==> src/eil_defines.svh <==
`ifndef EIL_DEFINES_SVH
`define EIL_DEFINES_SVH

// ----------------------------------------
// status and control field positions
// ----------------------------------------
`define EIL_BIT_MODE 0
`define EIL_BIT_GATE 1
`define EIL_BIT_ACK 2
`define EIL_BIT_PEND 3
`define EIL_SCR_W 8

// ----------------------------------------
// reset values and vector locations
// ----------------------------------------
`define EIL_RST_MODE 1'h0
`define EIL_RST_GATE 1'h0
`define EIL_RST_LATCH 1'h0
`define EIL_VEC_HI 16'hFFFA
`define EIL_VEC_LO 16'hFFFB

`endif

==> src/eil_pkg.sv <==
package eil_pkg;

   typedef struct packed {
      logic wr;
      logic [7:0] wdata;
   } eil_wr_t;

   typedef struct packed {
      logic vec_fetch;
      logic in_break;
      logic break_clear_enable;
   } eil_cpu_t;

   typedef enum logic [1:0] {
      EIL_IDLE = 2'b00,
      EIL_PEND = 2'b01,
      EIL_HELD = 2'b10
   } eil_state_t;

endpackage : eil_pkg

==> src/eil_sync.sv <==
`timescale 1ns/1ps
module eil_sync
(
   input wire logic REF_CLK,
   input wire logic RESET,
   input wire logic CE,
   input wire logic d,
   output logic q
);
   logic stage1;
   logic stage2;
   logic next_stage1;
   logic next_stage2;

   // ----------------------------------------
   // two-flop synchroniser, keeps sampling in reset
   // ----------------------------------------
   always_comb
   begin
      next_stage1 = stage1;
      next_stage2 = stage2;
      if (RESET)
      begin
         next_stage1 = d;
         next_stage2 = stage1;
      end
      else if (CE)
      begin
         next_stage1 = d;
         next_stage2 = stage1;
      end
   end

   always_ff @(posedge REF_CLK)
   begin
      stage1 <= next_stage1;
      stage2 <= next_stage2;
   end

   assign q = stage2;
endmodule : eil_sync

==> src/eil_top.sv <==
`timescale 1ns/1ps
`include "eil_defines.svh"
module eil_top
(
   input wire logic REF_CLK,
   input wire logic RESET,
   input wire logic CE,
   input wire logic IRQ_PIN_N,
   input eil_pkg::eil_wr_t SCR_WR,
   input eil_pkg::eil_cpu_t CPU,
   output logic [7:0] SCR_RDATA,
   output logic IRQ_REQ,
   output logic [15:0] VEC_ADDR_HI,
   output logic [15:0] VEC_ADDR_LO,
   output logic PIN_LEVEL
);
   logic pin_sync;
   logic pin_prev;
   logic next_pin_prev;
   logic mode;
   logic next_mode;
   logic gate;
   logic next_gate;
   logic latch;
   logic next_latch;
   logic acked;
   logic next_acked;
   logic fall;
   logic ack;
   logic sw_ack;
   logic [7:0] next_rdata;

   // ----------------------------------------
   // pin input
   // ----------------------------------------
   eil_sync u_sync
   (
      .REF_CLK(REF_CLK),
      .RESET(RESET),
      .CE(CE),
      .d(IRQ_PIN_N),
      .q(pin_sync)
   );

   // ----------------------------------------
   // edge detect and acknowledge decode
   // ----------------------------------------
   always_comb
   begin
      fall = pin_prev & ~pin_sync;
      sw_ack = SCR_WR.wr & SCR_WR.wdata[`EIL_BIT_ACK];
      if (CPU.in_break & ~CPU.break_clear_enable)
      begin
         sw_ack = 1'h0;
      end
      ack = CPU.vec_fetch | sw_ack;
   end

   // ----------------------------------------
   // control bits and latch
   // ----------------------------------------
   always_comb
   begin
      next_pin_prev = pin_prev;
      next_mode = mode;
      next_gate = gate;
      next_latch = latch;
      next_acked = acked;
      if (RESET)
      begin
         next_pin_prev = pin_sync;
         next_mode = `EIL_RST_MODE;
         next_gate = `EIL_RST_GATE;
         next_latch = `EIL_RST_LATCH;
         next_acked = 1'h0;
      end
      else if (CE)
      begin
         next_pin_prev = pin_sync;
         next_acked = acked & mode;
         if (SCR_WR.wr)
         begin
            next_mode = SCR_WR.wdata[`EIL_BIT_MODE];
            next_gate = SCR_WR.wdata[`EIL_BIT_GATE];
         end
         if (ack)
         begin
            next_latch = 1'h0;
            next_acked = mode;
         end
         if (mode & acked & pin_sync)
         begin
            next_latch = 1'h0;
            next_acked = 1'h0;
         end
         if (mode & ~pin_sync)
         begin
            next_latch = 1'h1;
         end
         if (fall)
         begin
            next_latch = 1'h1;
            next_acked = 1'h0;
         end
      end
   end

   always_ff @(posedge REF_CLK)
   begin
      pin_prev <= next_pin_prev;
      mode <= next_mode;
      gate <= next_gate;
      latch <= next_latch;
      acked <= next_acked;
   end

   // ----------------------------------------
   // read data register
   // ----------------------------------------
   always_comb
   begin
      next_rdata = SCR_RDATA;
      if (RESET)
      begin
         next_rdata = 8'h00;
      end
      else if (CE)
      begin
         next_rdata = 8'h00;
         next_rdata[`EIL_BIT_MODE] = next_mode;
         next_rdata[`EIL_BIT_GATE] = next_gate;
         next_rdata[`EIL_BIT_PEND] = next_latch;
      end
   end

   always_ff @(posedge REF_CLK)
   begin
      SCR_RDATA <= next_rdata;
   end

   assign IRQ_REQ = latch & ~gate;
   assign VEC_ADDR_HI = `EIL_VEC_HI;
   assign VEC_ADDR_LO = `EIL_VEC_LO;
   assign PIN_LEVEL = pin_sync;
endmodule : eil_top

==> config.mk <==
export PLATFORM = sky130hd
export DESIGN_NAME = eil_top
export DESIGN_NICKNAME = d
export VERILOG_FILES = /design/src/eil_pkg.sv /design/src/eil_sync.sv /design/src/eil_top.sv
export VERILOG_INCLUDE_DIRS = /design/src
export SDC_FILE = /design/constraint.sdc
export NUM_CORES = 1
export LEC_CHECK = 0
export CORE_AREA = 2 2 39 41
export CTS_CLUSTER_SIZE = 12
export DETAILED_ROUTE_END_ITERATION = 8
export DIE_AREA = 0 0 41 43
export DONT_BUFFER_PORTS = 1
export GPL_TIMING_DRIVEN = 0
export PLACE_DENSITY = 0.78
export SETUP_SLACK_MARGIN = 0.4
export SLEW_MARGIN = 10
export SYNTH_ARGS = -nofsm -noshare
export SYNTH_HDL_FRONTEND = slang
export SYNTH_HIERARCHICAL = 1
export SYNTH_SLANG_ARGS = --single-unit
export TNS_END_PERCENT = 30
==> constraint.sdc <==
create_clock -name REF_CLK -period 1.6 [get_ports REF_CLK]
set_clock_uncertainty 0.1 [all_clocks]
set_input_delay 0.32 -clock REF_CLK [delete_from_list [all_inputs] [get_ports REF_CLK]]
set_output_delay 0.32 -clock REF_CLK [all_outputs]
set_load 0.05 [all_outputs]
# After elaboration in Yosys (flattened, before gate mapping)
# Cells that the tools add are included.
[totals] ff_bits=10 out_inout_bits=42 elab_cells=42
[classes] n_mux=22 bitwise_logic=11 n_reduce_logical=1
[ops] operator="2-to-1 mux 1 bit" count=22
[ops] operator="bitwise AND 1 bit" count=7
[ops] operator="NOT 1 bit" count=3
[ops] operator="nonzero test 2 bit" count=1
[ops] operator="OR 1 bit" count=1

# Logic depth before layout (Yosys ltp)
[logic_depth] ltp_word=10 depth_mapped=4 mapped_depth_nobuf=3

# By module
# Netlist, hierarchy kept.
[by_module_without_submodules] module="eil_top" n_inst=1 cells_each=82 area_each_um2=670.6 seq_area_each_um2=170.2
[by_module_without_submodules] module="eil_sync" n_inst=1 cells_each=3 area_each_um2=66.3 seq_area_each_um2=60.1

# Worst setup path before layout
# OpenSTA, ideal clock, no wires.
[synth_path] kind="flip-flop to output port" start="register latch" end="output IRQ_REQ" t_arrival_ns=1.033 t_required_ns=1.180 setup_slack_ns=0.147 stages_incl_launch_ff=2 cell_sequence="dfxtp_1 nor2b_1"
[synth_between] elab_chain_cells=1
[synth_rtl] element="start, declared" line="eil_top.sv:24" source="logic latch;"
[synth_rtl] element="start signal, assigned" line="eil_top.sv:113" source="latch <= next_latch;"
[synth_rtl] element="bitwise AND 1 bit" line="eil_top.sv:141" source="assign IRQ_REQ = latch & ~gate;"
[synth_rtl] element="end, declared" line="eil_top.sv:12" source="output logic IRQ_REQ,"
# Every way passes these cells.

# Final worst setup path
[layout_path] start="register u_sync.stage2 (netlist: u_sync/q)" end="output PIN_LEVEL"
[layout_lines] element="start, declared" line="eil_sync.sv:11" source="logic stage2;"
[layout_lines] element="start signal, assigned" line="eil_sync.sv:37" source="stage2 <= next_stage2;"
[layout_lines] element="end, declared" line="eil_top.sv:15" source="output logic PIN_LEVEL"
# No word-level cell between the ends.

==> summary.txt <==
Routing
  • Metal2 WL: ~540 um
  • Drt total wl: ~1200 um
  • DRT iter0 DRCs: 7
  • Wire length on met3: between 150 and 200 um
  • Top Layer Used: met4
  • # DRC: 0
  • Per-cell routed wire length: between 8 and 9 um
  • DRT Pass-1 Iters: 3
  • Via-to-Cell Ratio: 3.76
  • DR vias: between 500 and 600
  • Post-route ant nets: 0
  • Routed met1 length: ~430 um

Timing
  • Setup violations, final: 0
  • Rel. slew slack: between 60% and 70%
  • Max Freq: 0.717 GHz
  • Setup TNS: 0 ns
  • Pins Over Slew Limit: 0
  • Post-layout min period: approximately 1.4 ns
  • Final WS setup: 0.206 ns
  • Worst-Margin Slew: between 0.5 and 0.6 ns
  • RSZ-0062 raised after global routing: yes
  • Final hold vios: 0
  • Period utilization: approximately 87%

Power and ir drop
  • Reg power frac: between 30% and 40%
  • Pwr/cell area: roughly 900 mW/mm^2
  • Sw frac: 43.4%
  • Leakage: between 0.4 and 0.5 nW
  • Clock share of power: a little over a fifth
  • NetSw: around 360 uW
  • Peak supply drop: approximately 560 uV
  • Overall power: between 800 and 900 uW
  • Comb pwr share: 39.0%
  • Internal: between 400 and 500 uW

Logic synthesis
  • Post-synthesis average cell area: between 8 and 9 sq um
  • Post-Synthesis Cells: 85
  • Netlist cell types: 22
  • Most common cell in the netlist: buf_4
  • EDFF count, synth: 3
  • Ys async rst share: 0%
  • Primary FF master, synth: dfxtp_1
  • Top post-synthesis cells by count: buf_4, dfxtp_1, nor2_1, a21oi_1
  • #FFs+latches synth: 10
  • Register area share after synthesis: between 30% and 40%
  • Yosys Warn Count: 6
  • Yosys top cell by area: buf_4
  • Synthesized cell area: 737 sq um
  • Top cells by area, synth: buf_4, dfxtp_1, edfxtp_1
  • Share of the synthesized area in the top cell type: roughly two fifths

Final layout
  • ANT cells: 0
  • Area of the multi-input gates: 349 sq um
  • # nets final: between 100 and 150
  • Layout fillers: between 100 and 150
  • Layout cell share with drive strength beyond 1: between 30% and 40%
  • Area Growth Syn to Fin: 25.6%
  • Non-filler cells in the finished layout: 140
  • Reg area: ~230 sq um

Global route
  • Largest net degree at the start of global routing: 11
  • Vias in the first global route: 420
  • Global Route Usage Sum: 14.9%
  • First-pass GRT wire length: between 1500 and 2000 um
  • Initial antenna violation count: 0
  • GRT overflow: 0

Run
  • Max Cap Viol: 0

Floorplanning
  • Starting Density: 53.3%
  • # rows: 14
  • Width of the die: between 40 and 50 um
  • Io pins: 58
  • Core footprint: between 0.001 and 0.0015 sq mm
  • Chip Height: approximately 43 um
  • DIE AREA: around 0.0018 sq mm

Critical path
  • Critical path type: reg2out
  • R2R Path Start: u_sync/q
  • Crit-path max FO: 5
  • Worst setup path startpoint: u_sync/q
  • Crit start category: flop
  • Crit end category: output port
  • Worst path required time: between 1 and 1.5 ns
  • CP arrival: 0.97 ns

CTS
  • CTS Buf Count: 3
  • CTS sink cnt: 10
  • CTS root buffer: clkbuf_4
  • Reg clk slew, reported paths: around 0.06 ns
  • Clock H-tree levels: 1
  • CTS tree: yes
  • Clock Tree Buf Depth: 2
  • Clock Latency Late Sink: around 0.27 ns
  • Post-CTS setup buffer count: 0

Placement
  • Pre-CTS setup slack: around 0.22 ns
  • # placed instances: 136
  • DP HPWL: between 900 and 1000 um
  • GP Congestion: between 0.7 and 0.8
  • Port Buf Inserts: 0

Run status
  • Outcome: complete, no violations

Min path
  • Hold Path Origin: RESET
  • Hold Crit Class: in2reg
-- cell type report --
cell class | instances | area share, %
flip-flops and latches | 10 | 24.9
multi-input cells | 70 | 37.7
inverters | 1 | 0.405
well taps | 16 | 2.16
clock buffers | 4 | 2.84
plain buffers | 39 | 32.0
-- sequential cells by signal, summed over array words and instances (netlist names) --
register	cells
mode	1
u_sync/stage1	1
pin_prev	1
latch	1
u_sync/q	1
gate	1
SCR_RDATA	3
acked	1
-- per-layer routing --
metal | GRT usage, % | up-vias
met2 | 21.3 | 32
met1 | 17.4 | 210
met3 | 6.28 | 3
li1 | - | 282
met4 | 10.0 | 0
met5 | 0 | -
-- power by group through the flow --
stage,combinational (mW),clock (mW),sequential (mW)
after floorplan,0.310,0,0.328
after global placement,0.315,0,0.332
after detailed placement,0.317,0,0.333
after CTS,0.321,0.184,0.328
after global routing,0.341,0.200,0.330
final,0.324,0.179,0.327
-- worst paths after layout --
check | to | slack [ns] | cells past startpoint
min | gate | 0.02 | 1
max | PIN_LEVEL | 0.21 | 0
max reg2reg | latch | 0.21 | 3
min reg2reg | u_sync/q | 0.32 | 0
-- cells by family (layout without fill, tap and decap cells) --
group | count (synthesis) | in the layout | share of synthesized area [%]
flops | 10 | 10 | 31.2
buf+inv | 40 | 44 | 40.7
compound gates | 12 | 12 | 10.7
mux | 3 | 3 | 4.07
other cells | 2 | 37 | 1.02
simple gates | 18 | 18 | 12.2
-- what timing repair did --
item                                    CTS  global route
hold buffers                              0             0
resized for setup                         2             0
endpoints found under the setup margin    8             8
pin swaps                                 0             0
-- cells in the final DEF (no fill, tap or decap) --
cell / netlist / routed
a21boi_1: 0 / 1
nand2_2: 1 / 1
or2_1: 1 / 1
a21oi_2: 0 / 1
edfxtp_1: 3 / 3
nor2_1: 5 / 5
mux2i_1: 3 / 3
conb_1: 2 / 37
nand2_1: 3 / 3
or2_2: 1 / 1
clkbuf_4: 0 / 3
nor2b_1: 3 / 2
buf_4: 38 / 38
nor3b_1: 1 / 1
buf_6: 1 / 1
o21ai_1: 1 / 1
a21o_1: 1 / 1
o2111ai_1: 1 / 1
nor2b_4: 0 / 1
o21bai_1: 2 / 2
inv_1: 1 / 1
nand3_1: 3 / 3
dfxtp_1: 7 / 7
clkbuf_1: 0 / 1
a21oi_1: 4 / 3
a211oi_1: 2 / 2
-- metrics by stage --
stage,instance area (sq um),util (%),hold WS [ns]
6_report,926,66.9,0.0190
5_1_grt,926,66.9,0.0109
4_1_cts,926,66.9,0.0119
3_5_place_dp,891,64.4,0.292
3_3_place_gp,891,64.4,0.291
2_1_floorplan,871,-,0.289
Power figures use the tool's default switching activity.
